### src/hw/tss_pkg.sv
// Constants for the target supply supervisor.
// Assumes all voltages in millivolts, 16-bit unsigned, clock at 100 MHz.
package tss_pkg;
    localparam int unsigned CLK_HZ = 100_000_000;
    localparam logic [15:0] MV_WINDOW = 16'h0064;      // 100 mV either side
    localparam logic [15:0] MV_LIMIT_LO = 16'h0708;    // 1800 mV
    localparam logic [15:0] MV_LIMIT_HI = 16'h157c;    // 5500 mV
    localparam logic [15:0] MV_HW_LO = 16'h06a4;       // 1700 mV
    localparam logic [15:0] MV_HW_HI = 16'h13ec;       // 5100 mV
    localparam logic [15:0] MV_DEFAULT = 16'h0ce4;     // 3300 mV
    localparam logic [15:0] MV_STEP = 16'h0001;        // 1 mV resolution
    // Sampling period of the window comparison
    localparam int unsigned SAMPLE_US = 10;
    localparam int unsigned SAMPLE_CYC = SAMPLE_US * (CLK_HZ / 1_000_000);
    // Rapid blink half period
    localparam int unsigned BLINK_MS = 50;
    localparam int unsigned BLINK_CYC = BLINK_MS * (CLK_HZ / 1000);
    // Over-window samples must be absent for this long before the regulator returns
    localparam int unsigned RECOVER_MS = 100;
    localparam int unsigned RECOVER_CYC = RECOVER_MS * (CLK_HZ / 1000);
    typedef enum logic [1:0] {TSS_OFF, TSS_ON, TSS_FAULT} tss_state_e;
endpackage : tss_pkg

### src/hw/target_supply_supervisor.sv
// Target supply supervisor: regulator enable, window monitor, status lamp.
// Assumes a converter delivering the rail in mV and an external
// non-volatile store that holds the setting across power cycles.
`timescale 1ns/1ps
// Function
// - Disable the regulator while the supply disable input is low, enable it when it floats high.
// - A fall of the supply disable input is caught as an edge and turns the enable off; a high level in the off state turns it on.
// - A rail more than 100 mV off the setting flags an error and turns the regulator off.
// - A rail under the window makes the lamp blink rapidly.
// - A rail over the window keeps the lamp steadily lit.
// - After an outside voltage goes away the lamp blinks until the regulator is back on.
// - Requested settings outside 1.8 V to 5.5 V are clamped to those limits.
// - The setting driven to the regulator stays inside its 1.7 V to 5.1 V range.
// - The setting defaults to 3.3 V when the store holds nothing valid.
// - Every accepted setting is written to non-volatile storage and reloaded on start.
// - The setting has 1 mV resolution, finer than 5 mV.
// - A new setting stays pending until the next debugger access applies it.
module target_supply_supervisor #(
    parameter int unsigned SAMPLE_CYCLES = tss_pkg::SAMPLE_CYC,
    parameter int unsigned BLINK_CYCLES = tss_pkg::BLINK_CYC,
    parameter int unsigned RECOVER_CYCLES = tss_pkg::RECOVER_CYC
) (
    // Clock and reset
    input wire logic clk_sys,
    input wire logic sys_rst,
    // Supply disable pin, low means external supply
    input wire logic supply_disable_input,
    // Measured target rail in mV
    input wire logic [15:0] target_rail_pin,
    // Host setting request and debugger access strobe
    input wire logic set_req,
    input wire logic [15:0] set_mv,
    input wire logic host_access,
    // Non-volatile store
    input wire logic nv_valid,
    input wire logic [15:0] nv_mv,
    output logic nv_write,
    output logic [15:0] nv_wdata,
    // Regulator control
    output logic reg_enable,
    output logic [15:0] reg_setpoint_mv,
    // Status
    output logic rail_error,
    output logic status_led,
    output logic pending
);
    // Clamp a value into a range
    function automatic logic [15:0] clamp_mv(input logic [15:0] v, input logic [15:0] lo,
                                             input logic [15:0] hi);
        if (v < lo) begin
            return lo;
        end else if (v > hi) begin
            return hi;
        end
        return v;
    endfunction : clamp_mv

    // Supervisor state and start-up reload flag
    tss_pkg::tss_state_e state_q, state_d;
    logic loaded_q, loaded_d;
    // Pin level seen at the last edge
    logic pin_q, pin_d;
    // Applied and pending settings
    logic [15:0] set_q, set_d;
    logic [15:0] pend_q, pend_d;
    logic pend_v_q, pend_v_d;
    // Store write pulse and its data
    logic nvw_q, nvw_d;
    logic [15:0] nvd_q, nvd_d;
    // Sample, blink and recovery timers
    logic [31:0] samp_q, samp_d;
    logic [31:0] blink_q, blink_d;
    logic [31:0] rec_q, rec_d;
    logic phase_q, phase_d;
    // Rail position at the last sample
    logic low_q, low_d;
    logic high_q, high_d;
    // Error flag and lamp
    logic err_q, err_d;
    logic led_q, led_d;
    // Window edges and strobes
    logic [15:0] win_lo, win_hi;
    logic pin_edge, tick;

    // Window edges around the applied setting
    assign win_lo = set_q - tss_pkg::MV_WINDOW;
    assign win_hi = set_q + tss_pkg::MV_WINDOW;
    // Pin change against the last level, idle high so reset gives no false edge
    assign pin_edge = pin_q != supply_disable_input;
    // One strobe per sample period drives every window decision
    assign tick = samp_q == SAMPLE_CYCLES - 1;

    // Next-state logic
    always_comb begin
        // Hold state and settings unless a branch below moves them; sample and blink timers run, recovery timer holds, pin follows input, write pulse clears
        state_d = state_q;
        loaded_d = 1'b1;
        pin_d = supply_disable_input;
        set_d = set_q;
        pend_d = pend_q;
        pend_v_d = pend_v_q;
        nvw_d = 1'b0;
        nvd_d = nvd_q;
        samp_d = tick ? 32'h0 : samp_q + 32'h1;
        blink_d = (blink_q == BLINK_CYCLES - 1) ? 32'h0 : blink_q + 32'h1;
        phase_d = (blink_q == BLINK_CYCLES - 1) ? ~phase_q : phase_q;
        rec_d = rec_q;
        low_d = low_q;
        high_d = high_q;
        err_d = err_q;
        // Setting reload at start
        if (!loaded_q) begin
            set_d = nv_valid ? clamp_mv(nv_mv, tss_pkg::MV_LIMIT_LO,
                                        tss_pkg::MV_LIMIT_HI)
                             : tss_pkg::MV_DEFAULT;
        end
        // Host request held pending
        if (set_req) begin
            pend_d = clamp_mv(set_mv, tss_pkg::MV_LIMIT_LO, tss_pkg::MV_LIMIT_HI);
            pend_v_d = 1'b1;
        end else if (host_access && pend_v_q) begin
            set_d = pend_q;
            pend_v_d = 1'b0;
            nvw_d = 1'b1;
            nvd_d = pend_q;
        end
        // Periodic window sample
        if (tick) begin
            low_d = target_rail_pin < win_lo;
            high_d = target_rail_pin > win_hi;
        end
        // Regulator state machine, pin edges take priority
        case (state_q)
            tss_pkg::TSS_OFF: begin
                if (supply_disable_input) begin
                    state_d = tss_pkg::TSS_ON;
                end
            end
            tss_pkg::TSS_ON: begin
                // Pin is high on entry, so a low level always shows as an edge
                if (pin_edge && !supply_disable_input) begin
                    state_d = tss_pkg::TSS_OFF;
                end else if (tick && (low_d || high_d)) begin
                    state_d = tss_pkg::TSS_FAULT;
                    err_d = 1'b1;
                    rec_d = 32'h0;
                end
            end
            tss_pkg::TSS_FAULT: begin
                // Pin pulled low hands the rail to the outside source
                if (pin_edge && !supply_disable_input) begin
                    state_d = tss_pkg::TSS_OFF;
                    err_d = 1'b0;
                end else if (tick) begin
                    // With the regulator off an absent outside source reads low
                    if (high_d) begin
                        rec_d = 32'h0;
                    end else if (rec_q + SAMPLE_CYCLES >= RECOVER_CYCLES) begin
                        state_d = tss_pkg::TSS_ON;
                        err_d = 1'b0;
                    end else begin
                        rec_d = rec_q + SAMPLE_CYCLES;
                    end
                end
            end
            default: begin
                state_d = tss_pkg::TSS_OFF;
            end
        endcase
        // Lamp: blink under window or while waiting, steady otherwise
        // High flag lags by up to one sample, so the lamp follows a tick
        if (state_q == tss_pkg::TSS_FAULT && !high_q) begin
            led_d = phase_q;
        end else begin
            led_d = 1'b1;
        end
    end

    // State registers
    always_ff @(posedge clk_sys) begin
        if (sys_rst) begin
            state_q <= tss_pkg::TSS_OFF;
            loaded_q <= 1'b0;
            pin_q <= 1'b1;
            set_q <= tss_pkg::MV_DEFAULT;
            pend_q <= tss_pkg::MV_DEFAULT;
            pend_v_q <= 1'b0;
            nvw_q <= 1'b0;
            nvd_q <= tss_pkg::MV_DEFAULT;
            samp_q <= 32'h0;
            blink_q <= 32'h0;
            rec_q <= 32'h0;
            phase_q <= 1'b0;
            low_q <= 1'b0;
            high_q <= 1'b0;
            err_q <= 1'b0;
            led_q <= 1'b0;
        end else begin
            state_q <= state_d;
            loaded_q <= loaded_d;
            pin_q <= pin_d;
            set_q <= set_d;
            pend_q <= pend_d;
            pend_v_q <= pend_v_d;
            nvw_q <= nvw_d;
            nvd_q <= nvd_d;
            samp_q <= samp_d;
            blink_q <= blink_d;
            rec_q <= rec_d;
            phase_q <= phase_d;
            low_q <= low_d;
            high_q <= high_d;
            err_q <= err_d;
            led_q <= led_d;
        end
    end

    // Outputs
    assign reg_enable = state_q == tss_pkg::TSS_ON;
    assign reg_setpoint_mv = clamp_mv(set_q, tss_pkg::MV_HW_LO, tss_pkg::MV_HW_HI);
    assign nv_write = nvw_q;
    assign nv_wdata = nvd_q;
    assign rail_error = err_q;
    assign status_led = led_q;
    assign pending = pend_v_q;
endmodule : target_supply_supervisor

### config.mk
export PLATFORM = sky130hd
export DESIGN_NAME = target_supply_supervisor
export DESIGN_NICKNAME = d
export VERILOG_FILES = /design/src/hw/tss_pkg.sv /design/src/hw/target_supply_supervisor.sv
export SDC_FILE = /design/constraint.sdc
export NUM_CORES = 1
export LEC_CHECK = 0
export BUFFER_PORTS_ARGS = -buffer_cell sky130_fd_sc_hd__buf_4
export CORE_UTILIZATION = 35
export CTS_CLUSTER_DIAMETER = 100
export DETAILED_ROUTE_END_ITERATION = 10
export REMOVE_ABC_BUFFERS = 1
export SYNTH_ARGS = -nofsm -noshare
export SYNTH_HDL_FRONTEND = slang
export SYNTH_SLANG_ARGS = --single-unit
### constraint.sdc
create_clock -name clk_sys -period 4 [get_ports clk_sys]
set_clock_uncertainty 0.15 [all_clocks]
set_input_delay 0.2 -clock clk_sys [delete_from_list [all_inputs] [get_ports clk_sys]]
set_output_delay 0.2 -clock clk_sys [all_outputs]
set_load 0.05 [all_outputs]
==> results of run 1 <==
## per-layer routing
| metal | GRT usage, % | vias up | part of all wire [%] |
|---|---|---|---|
| li1 | - | 4028 | - |
| met1 | 23.6 | 3724 | 46 |
| met2 | 30.4 | 210 | 47 |
| met3 | 4.55 | 26 | 5.8 |
| met4 | 5.55 | 0 | 1.2 |
| met5 | 0 | - | 0 |
## cell families after synthesis
| family | count (synthesis) |
|---|---|
| other | 1 |
| buffers and inverters | 89 |
| flip-flops | 151 |
| multiplexers | 6 |
| AND/OR/NAND/NOR | 476 |
| XOR/XNOR | 81 |
| AO/OA/AOI/OAI | 226 |
| adder cells (fa/ha/maj) | 38 |
## stage by stage
stage               cell area (µm²)  power (mW)  hold WS [ps]
floorplan                      8350        2.04           119
global placement               9590        2.30           261
detailed placement             9590        2.31           268
CTS                           10400        3.89          11.6
global route                  10500        4.05          77.7
finish                        10500        3.88          19.1
## final cells by class
| class | instances | area, µm² | area share (%) |
|---|---|---|---|
| sequential | 151 | 3020 | 28.8 |
| clock buffer | 20 | 457 | 4.35 |
| multi-input combinational | 830 | 5260 | 50.1 |
| inverter | 32 | 120 | 1.15 |
| tap | 324 | 405 | 3.86 |
| timing repair buffer | 139 | 1120 | 10.7 |
| clock inverter | 12 | 108 | 1.03 |
## worst paths after layout
| kind | from | to | slack [ps] |
|---|---|---|---|
| worst max register to register | set_q[3] | rec_q[13] | 270 |
| worst min-delay path | nv_mv[3] | set_q[3] | 20 |
| worst max-delay path | set_q[3] | rec_q[13] | 270 |
| worst min register to register | nv_wdata[2] | nv_wdata[2] | 300 |
## cell usage after synthesis, types with 5 or more instances
library cell and n:
sky130_fd_sc_hd__dfxtp_1 151, sky130_fd_sc_hd__nor2_1 118, sky130_fd_sc_hd__nand2_1 111, sky130_fd_sc_hd__a21oi_1 63
sky130_fd_sc_hd__xor2_1 55, sky130_fd_sc_hd__o21ai_0 47, sky130_fd_sc_hd__nand3_1 45, sky130_fd_sc_hd__clkbuf_1 40
sky130_fd_sc_hd__ha_1 38, sky130_fd_sc_hd__inv_1 32, sky130_fd_sc_hd__nor3_1 29, sky130_fd_sc_hd__xnor2_1 26
sky130_fd_sc_hd__and3_1 24, sky130_fd_sc_hd__nand4_1 24, sky130_fd_sc_hd__nor4_1 21, sky130_fd_sc_hd__and2_1 20
sky130_fd_sc_hd__or3_1 20, sky130_fd_sc_hd__a21o_1 13, sky130_fd_sc_hd__nand2b_1 12, sky130_fd_sc_hd__a31oi_1 10
sky130_fd_sc_hd__nor2b_1 10, sky130_fd_sc_hd__a211oi_1 8, sky130_fd_sc_hd__and4_1 8, sky130_fd_sc_hd__o211ai_1 8
sky130_fd_sc_hd__nor4b_1 7, sky130_fd_sc_hd__or2_2 7, sky130_fd_sc_hd__a221o_1 6, sky130_fd_sc_hd__buf_2 6
sky130_fd_sc_hd__o21a_1 6, sky130_fd_sc_hd__a211o_1 5, sky130_fd_sc_hd__buf_4 5, sky130_fd_sc_hd__nor3b_1 5
## flip-flops by register name (all words and copies together), names as in the netlist
name        flops
samp_q         32
loaded_q        1
pend_q         16
rec_q          29
phase_q         1
set_q          16
nv_write        1
rail_error      1
pending         1
high_q          1
pin_q           1
nv_wdata       16
status_led      1
blink_q        32
state_q         2
## power by group through the flow
stage                     Clock (mW)  Combinational [mW]  Sequential (mW)
after floorplan                    0               0.404             1.64
after global placement             0               0.698             1.61
after detailed placement           0               0.700             1.61
after CTS                       1.59               0.724             1.57
after global routing            1.66               0.809             1.58
final                           1.56               0.737             1.57
## worst max-delay path, stage by stage (launching register included)
cell and delay [ps]:
sky130_fd_sc_hd__dfxtp_1 430, sky130_fd_sc_hd__ha_1 280, sky130_fd_sc_hd__a21oi_2 100, sky130_fd_sc_hd__nand2b_1 140
sky130_fd_sc_hd__nor3b_1 250, sky130_fd_sc_hd__xnor2_1 150, sky130_fd_sc_hd__ha_1 260, sky130_fd_sc_hd__nand4_1 150
sky130_fd_sc_hd__nor3_2 70, sky130_fd_sc_hd__a41oi_1 290, sky130_fd_sc_hd__o311ai_1 160, sky130_fd_sc_hd__buf_4 190
sky130_fd_sc_hd__a311oi_2 250, sky130_fd_sc_hd__buf_6 210, sky130_fd_sc_hd__a21boi_0 270, sky130_fd_sc_hd__a211o_1 190
sky130_fd_sc_hd__o31ai_2 60
## repair_timing
action / in CTS / in global routing
hold endpoints to repair: 25 / 0
hold buffers: 28 / 0
setup endpoints to repair: 0 / 30
resized for setup: 0 / 15
==> summary.txt, run 1 <==
=================================================================================
Outcome                                                              finished clean
Fraction of power consumed by the clock network                             40.4%
Ports                                                                          91
CP Max Fanout                                                                  17
Synthesized-area fraction occupied by adder cells                           5.52%
CP Class                                                             register to register
Leading cell type in the layout, fill and taps excluded              sky130_fd_sc_hd__dfxtp_1
Number of flops mapped to enable cells by yosys                                 0
Critical Path RT                                                          4160 ps
Worst-case setup margin in the final layout                                274 ps
Synthesis-stage register bit count                                            151
Fin Setup TNS                                                                0 ps
Most area-hungry cell type in the Yosys netlist                      sky130_fd_sc_hd__dfxtp_1
Number of maximum-capacitance violations                                        0
Max-slew violation count                                                        0
Overall fraction of global-route tracks in use                              18.4%
Number of hold violations in the final report                                   0
Area growth, synth to finish                                                21.8%
Overflow after GRT                                                              0
Clock-pin slew on the worst setup and hold paths                            70 ps
Filler Cell Count                                                            2489
Post-CTS setup buffers                                                          0
Sort of element at the end of the critical path                          register
Synth area leaders                                                   sky130_fd_sc_hd__dfxtp_1 (35%), sky130_fd_sc_hd__xor2_1 (5.6%), sky130_fd_sc_hd__ha_1 (5.5%), sky130_fd_sc_hd__nor2_1 (5.1%), sky130_fd_sc_hd__nand2_1 (4.8%)
Netlist Area Pre-Place                                                   8610 µm²
Fraction of synthesis flops using an asynchronous set or reset pin             0%
Most frequent cells in the layout                                    sky130_fd_sc_hd__dfxtp_1 (150), sky130_fd_sc_hd__nor2_1 (117), sky130_fd_sc_hd__nand2_1 (111), sky130_fd_sc_hd__buf_4 (110), sky130_fd_sc_hd__a21oi_1 (62)
Total wire length                                                        23000 µm
Die Span X                                                                 159 µm
Clock root buffer                                                    sky130_fd_sc_hd__clkbuf_16
Share of total power consumed by net switching                              31.1%
Post-synthesis compound-gate area fraction                                  18.0%
Fraction of synthesized cell area in xor and xnor cells                     8.24%
Global-route wire length before repair                                   38300 µm
Total number of vias                                                         7988
Via density                                                                  5.30
Clock buffers created by TritonCTS                                             17
Share of the cycle needed by the critical path after routing                93.1%
DIE AREA                                                                25200 µm²
Final critical-path required period                                       3730 ps
HPWL after detailed placement                                            16600 µm
Combinational fraction of design power                                      19.0%
Initial antenna violation count                                                 1
Remaining antenna violation count after routing                                 0
Per-instance average area after synthesis                                8.06 µm²
Share of the yosys chip area belonging to registers                         35.1%
Number of design rule violations left after detail routing                      0
Max Fclk                                                                  268 MHz
Total number of yosys warnings                                                  0
Worst slack after detailed placement                                      39.1 ps
Final cell count without fillers                                             1508
Count of inserted antenna diode cells                                           0
Fin nets                                                                     1263
Total power divided by cell area                                       369 nW/µm²
Register share of total power                                               40.6%
Number of input and output port buffers inserted                               87
Placement row count                                                            57
Synthesized instance count                                                   1068
Clock buffer depth                                                              2
Largest net degree at the start of global routing                              64
DR iter-0 viols                                                               494
Leakage power of the design                                               4.11 nW
Count of distinct cell types in the synthesized netlist                        78
Share of the core filled with cells in the final layout                     43.3%
Most frequently used flop master after synthesis                     sky130_fd_sc_hd__dfxtp_1
Drt pass-1 iters                                                                7
TritonCTS clock tree                                                        built
Class of the tightest hold or removal check                          primary input to register
Kind of launch point of the worst setup path                             register
Setup repair after global routing missed its margin                            no
Drt wl/cell                                                               15.2 µm
Number of placed instances, taps included                                    1448
Reported net switching power                                              1.20 mW
Critical path data arrival time                                           3880 ps
Cell-internal power                                                       2.67 mW
Relative slew slack                                                         26.6%
Number of global-route vias before repair                                    7677
H-tree depth                                                                    4
Chip Height                                                                159 µm
Placeable core area                                                     24200 µm²
Post-synth top area share                                                   35.1%
Setup violation total in the final timing report                                0
Largest family of logic cells by synthesized area                    simple AND/OR/NAND/NOR gates
Layout cell share with drive strength beyond 1                              15.2%
Count of clock tree sinks                                                     151
Slew at the pin closest to its max-slew limit                             1100 ps
Simple-gate share of the synthesized area                                   27.7%
GP Congestion                                                               0.870
Worst hold path depth                                                           4
Effective utilization at floorplan                                          35.5%
Worst-Skew Late Latency                                                    440 ps
IR drop worst, VDD                                                       0.263 mV
Depth of the most critical reg-to-reg path                                     16
Mux share of post-synthesis cell area                                      0.828%
=================================================================================
No activity file was read; power rests on OpenSTA's default activity.
==> run 2, diff against run 1 <==
--- a/config.mk
+++ b/config.mk
@@ -6,4 +6,6 @@
 export NUM_CORES = 1
 export LEC_CHECK = 0
+export ABC_AREA = 1
+export ABC_CLOCK_PERIOD_IN_PS = 4000
 export BUFFER_PORTS_ARGS = -buffer_cell sky130_fd_sc_hd__buf_4
 export CORE_UTILIZATION = 35
==> constraint.sdc (replaced) <==
create_clock -name clk_sys -period 4 [get_ports clk_sys]
set_clock_uncertainty 0.15 [all_clocks]
set_input_delay 0.4 -clock clk_sys [delete_from_list [all_inputs] [get_ports clk_sys]]
set_output_delay 0.4 -clock clk_sys [all_outputs]
set_load 0.05 [all_outputs]
==> run 2 against run 1 <==
Against the previous run:
- clock power up 5%
- sequential power grew 15%
- critical endpoint is now rec_q[14]
- sequential share of layout area shrank 0.91 points
- hold slack improved by 15 ps
- routed wire length rose by 4.7%
- synthesized cell count grew 35%
- final area rose by 3.9%
==> summary.txt, run 2 <==
=================================================================================
GP Congestion                                                               0.910
Most frequent cells in the layout                                    sky130_fd_sc_hd__nand2_1 (370), sky130_fd_sc_hd__nor2_1 (200), sky130_fd_sc_hd__inv_1 (165), sky130_fd_sc_hd__dfxtp_1 (152), sky130_fd_sc_hd__a21oi_1 (97)
Sort of element at the end of the critical path                          register
Drt pass-1 iters                                                                5
Per-instance average area after synthesis                                6.45 µm²
Netlist Area Pre-Place                                                   9300 µm²
Leakage power of the design                                               4.55 nW
Largest net degree at the start of global routing                              57
Placeable core area                                                     26100 µm²
Fin nets                                                                     1610
H-tree depth                                                                    4
Number of maximum-capacitance violations                                        0
Final Power                                                               4.79 mW
Die Span X                                                                 165 µm
Area growth, synth to finish                                                17.2%
Number of input and output port buffers inserted                               87
Depth of the most critical reg-to-reg path                                     21
Share of the yosys chip area belonging to registers                         32.7%
Share of the cycle needed by the critical path after routing                88.8%
Global-route wire length before repair                                   39700 µm
Fin Setup TNS                                                                0 ps
Highest metal layer with signal wires                                        met4
Endpoint of the worst setup timing path                                 rec_q[14]
Total wire length                                                        24100 µm
Overflow after GRT                                                              0
Via density                                                                  4.91
Regs by FF count                                                     blink_q x32, samp_q x32, rec_q x29
Drt wl/cell                                                               12.9 µm
Chip Height                                                                165 µm
M1 WL                                                                    11600 µm
Class of the tightest hold or removal check                          primary input to register
Worst-Skew Late Latency                                                    440 ps
Placement row count                                                            59
Critical Path RT                                                          4190 ps
Layout cell share with drive strength beyond 1                              11.6%
Number of global-route vias before repair                                    8394
Clock-pin slew on the worst setup and hold paths                            80 ps
Synth area leaders                                                   sky130_fd_sc_hd__dfxtp_1 (33%), sky130_fd_sc_hd__nand2_1 (15%), sky130_fd_sc_hd__nor2_1 (8.1%), sky130_fd_sc_hd__inv_1 (6.7%), sky130_fd_sc_hd__a21oi_1 (5.2%)
Initial antenna violation count                                                 0
Worst hold margin                                                         34.4 ps
IR drop worst, VDD                                                       0.340 mV
Remaining antenna violation count after routing                                 0
Setup violation total in the final timing report                                0
DIE AREA                                                                27200 µm²
Count of inserted antenna diode cells                                           0
Clock buffers created by TritonCTS                                             17
TritonCTS clock tree                                                        built
Reg-to-reg critical path endpoint                                       rec_q[14]
Synthesis-stage register bit count                                            152
Count of distinct cell types in the synthesized netlist                        49
Setup repair after global routing missed its margin                            no
Number of flops mapped to enable cells by yosys                                 0
Post-synth top area share                                                   32.7%
Leading cell type in the layout, fill and taps excluded              sky130_fd_sc_hd__nand2_1
Kind of launch point of the worst setup path                             register
Max-slew violation count                                                        0
Timing startpoint of the critical path                                   set_q[9]
Effective utilization at floorplan                                          35.7%
Worst setup slack for register-to-register paths                           450 ps
Total power divided by cell area                                       440 nW/µm²
Number of design rule violations left after detail routing                      0
Number of hold violations in the final report                                   0
Total number of vias                                                         9162
Clock buffer depth                                                              2
CP Class                                                             register to register
Fraction of synthesis flops using an asynchronous set or reset pin             0%
HPWL after detailed placement                                            18600 µm
Total number of yosys warnings                                                  0
DR iter-0 viols                                                               547
Overall fraction of global-route tracks in use                              18.2%
Synthesized instance count                                                   1442
Worst flop-to-flop path startpoint                                       set_q[9]
Critical path data arrival time                                           3740 ps
Post-synth top cells                                                 sky130_fd_sc_hd__nand2_1 (370), sky130_fd_sc_hd__nor2_1 (200), sky130_fd_sc_hd__inv_1 (165)
Worst hold path depth                                                           3
Ports                                                                          91
Length of routed met2 wiring                                             11100 µm
Count of clock tree sinks                                                     152
Outcome                                                              finished clean
Final critical-path required period                                       3550 ps
Sum of met3 wire segment lengths after detailed routing                    991 µm
Slew at the pin closest to its max-slew limit                              897 ps
CP Max Fanout                                                                  28
Relative slew slack                                                         40.0%
Max Fclk                                                                  281 MHz
Most area-hungry cell type in the Yosys netlist                      sky130_fd_sc_hd__dfxtp_1
Clock root buffer                                                    sky130_fd_sc_hd__clkbuf_16
Most frequently used flop master after synthesis                     sky130_fd_sc_hd__dfxtp_1
Most common cell in the synthesized netlist                          sky130_fd_sc_hd__nand2_1
=================================================================================
==> run 2: what timing repair did <==
action / in CTS / in global routing
setup endpoints to repair: 0 / 28
hold buffers: 0 / 0
setup buffers: 0 / 0
gates resized for setup: 0 / 5
==> run 2: stage by stage <==
step	cell area [µm²]	util, %	worst slack [ps]	cells
after floorplan	9130	-	477	1405
after global placement	10300	39.3	397	1834
after detailed placement	10300	39.3	348	1834
after CTS	10900	41.7	328	1866
after global routing	10900	41.8	34.2	1866
final	10900	41.8	447	1866
==> run 2: layout make-up <==
cell class	count	area, µm²
Timing Repair Buffer	94	709
Clock buffer	17	425
Clock inverter	15	196
Multi-Input combinational cell	1081	5460
Sequential cell	152	3040
Inverter	172	646
Fill cell	2744	15200
Tap cell	335	419
==> run 2: worst min-delay path by stage <==
stage	start	endpoint	slack (ps)
2_1_floorplan	samp_q[0]	samp_q[0]	260
3_3_place_gp	samp_q[0]	samp_q[0]	280
3_5_place_dp	pend_q[13]	pend_q[13]	280
4_1_cts	set_mv[7]	pend_q[7]	20
5_1_grt	set_mv[7]	pend_q[7]	20
6_report	set_mv[7]	pend_q[7]	30
==> run 2: per-layer routing <==
layer | vias to the layer above | track usage (%)
met1 | 4107 | 24.0
met5 | - | 0
met2 | 203 | 30.5
met4 | 0 | 5.46
li1 | 4827 | -
met3 | 25 | 2.59
==> run 2: cell families (layout without fill, tap and decap cells) <==
logic type               count (synthesis)  after routing  synth area share [%]
AND/OR/NAND/NOR                        827            827                  39.2
XOR/XNOR                                42             42                  3.96
AO/OA/AOI/OAI                          171            171                  10.1
buffers and inverters                  211            298                  8.84
flip-flops                             152            152                  32.7
other                                    1              3                0.0403
adder cells (fa/ha/maj)                 38             38                  5.12
==> run 2: power by group <==
| part | leakage (nW) | total [mW] | switching (mW) | internal [mW] |
|---|---|---|---|---|
| registers | 1.24 | 1.81 | 0.166 | 1.65 |
| clock network | 0.301 | 1.64 | 0.790 | 0.854 |
| logic | 3.02 | 1.33 | 0.870 | 0.464 |
==> run 2: critical path, stage by stage (launching register included) <==
cell and delay [ps]:
sky130_fd_sc_hd__dfxtp_1 440, sky130_fd_sc_hd__inv_1 160, sky130_fd_sc_hd__nor3_2 310, sky130_fd_sc_hd__nand2_1 120, sky130_fd_sc_hd__nor2_1 170, sky130_fd_sc_hd__nand4_1 120, sky130_fd_sc_hd__xor2_1 160, sky130_fd_sc_hd__ha_1 290
sky130_fd_sc_hd__nand2_1 100, sky130_fd_sc_hd__nor3_1 190, sky130_fd_sc_hd__nand2_1 70, sky130_fd_sc_hd__nand2_1 60, sky130_fd_sc_hd__nand2_1 110, sky130_fd_sc_hd__nand2_2 130, sky130_fd_sc_hd__o21bai_1 70, sky130_fd_sc_hd__nand2_1 90
sky130_fd_sc_hd__nand2_2 70, sky130_fd_sc_hd__nor2_4 150, sky130_fd_sc_hd__buf_6 240, sky130_fd_sc_hd__nand3_1 110, sky130_fd_sc_hd__nand2_1 70, sky130_fd_sc_hd__nor2_1 40
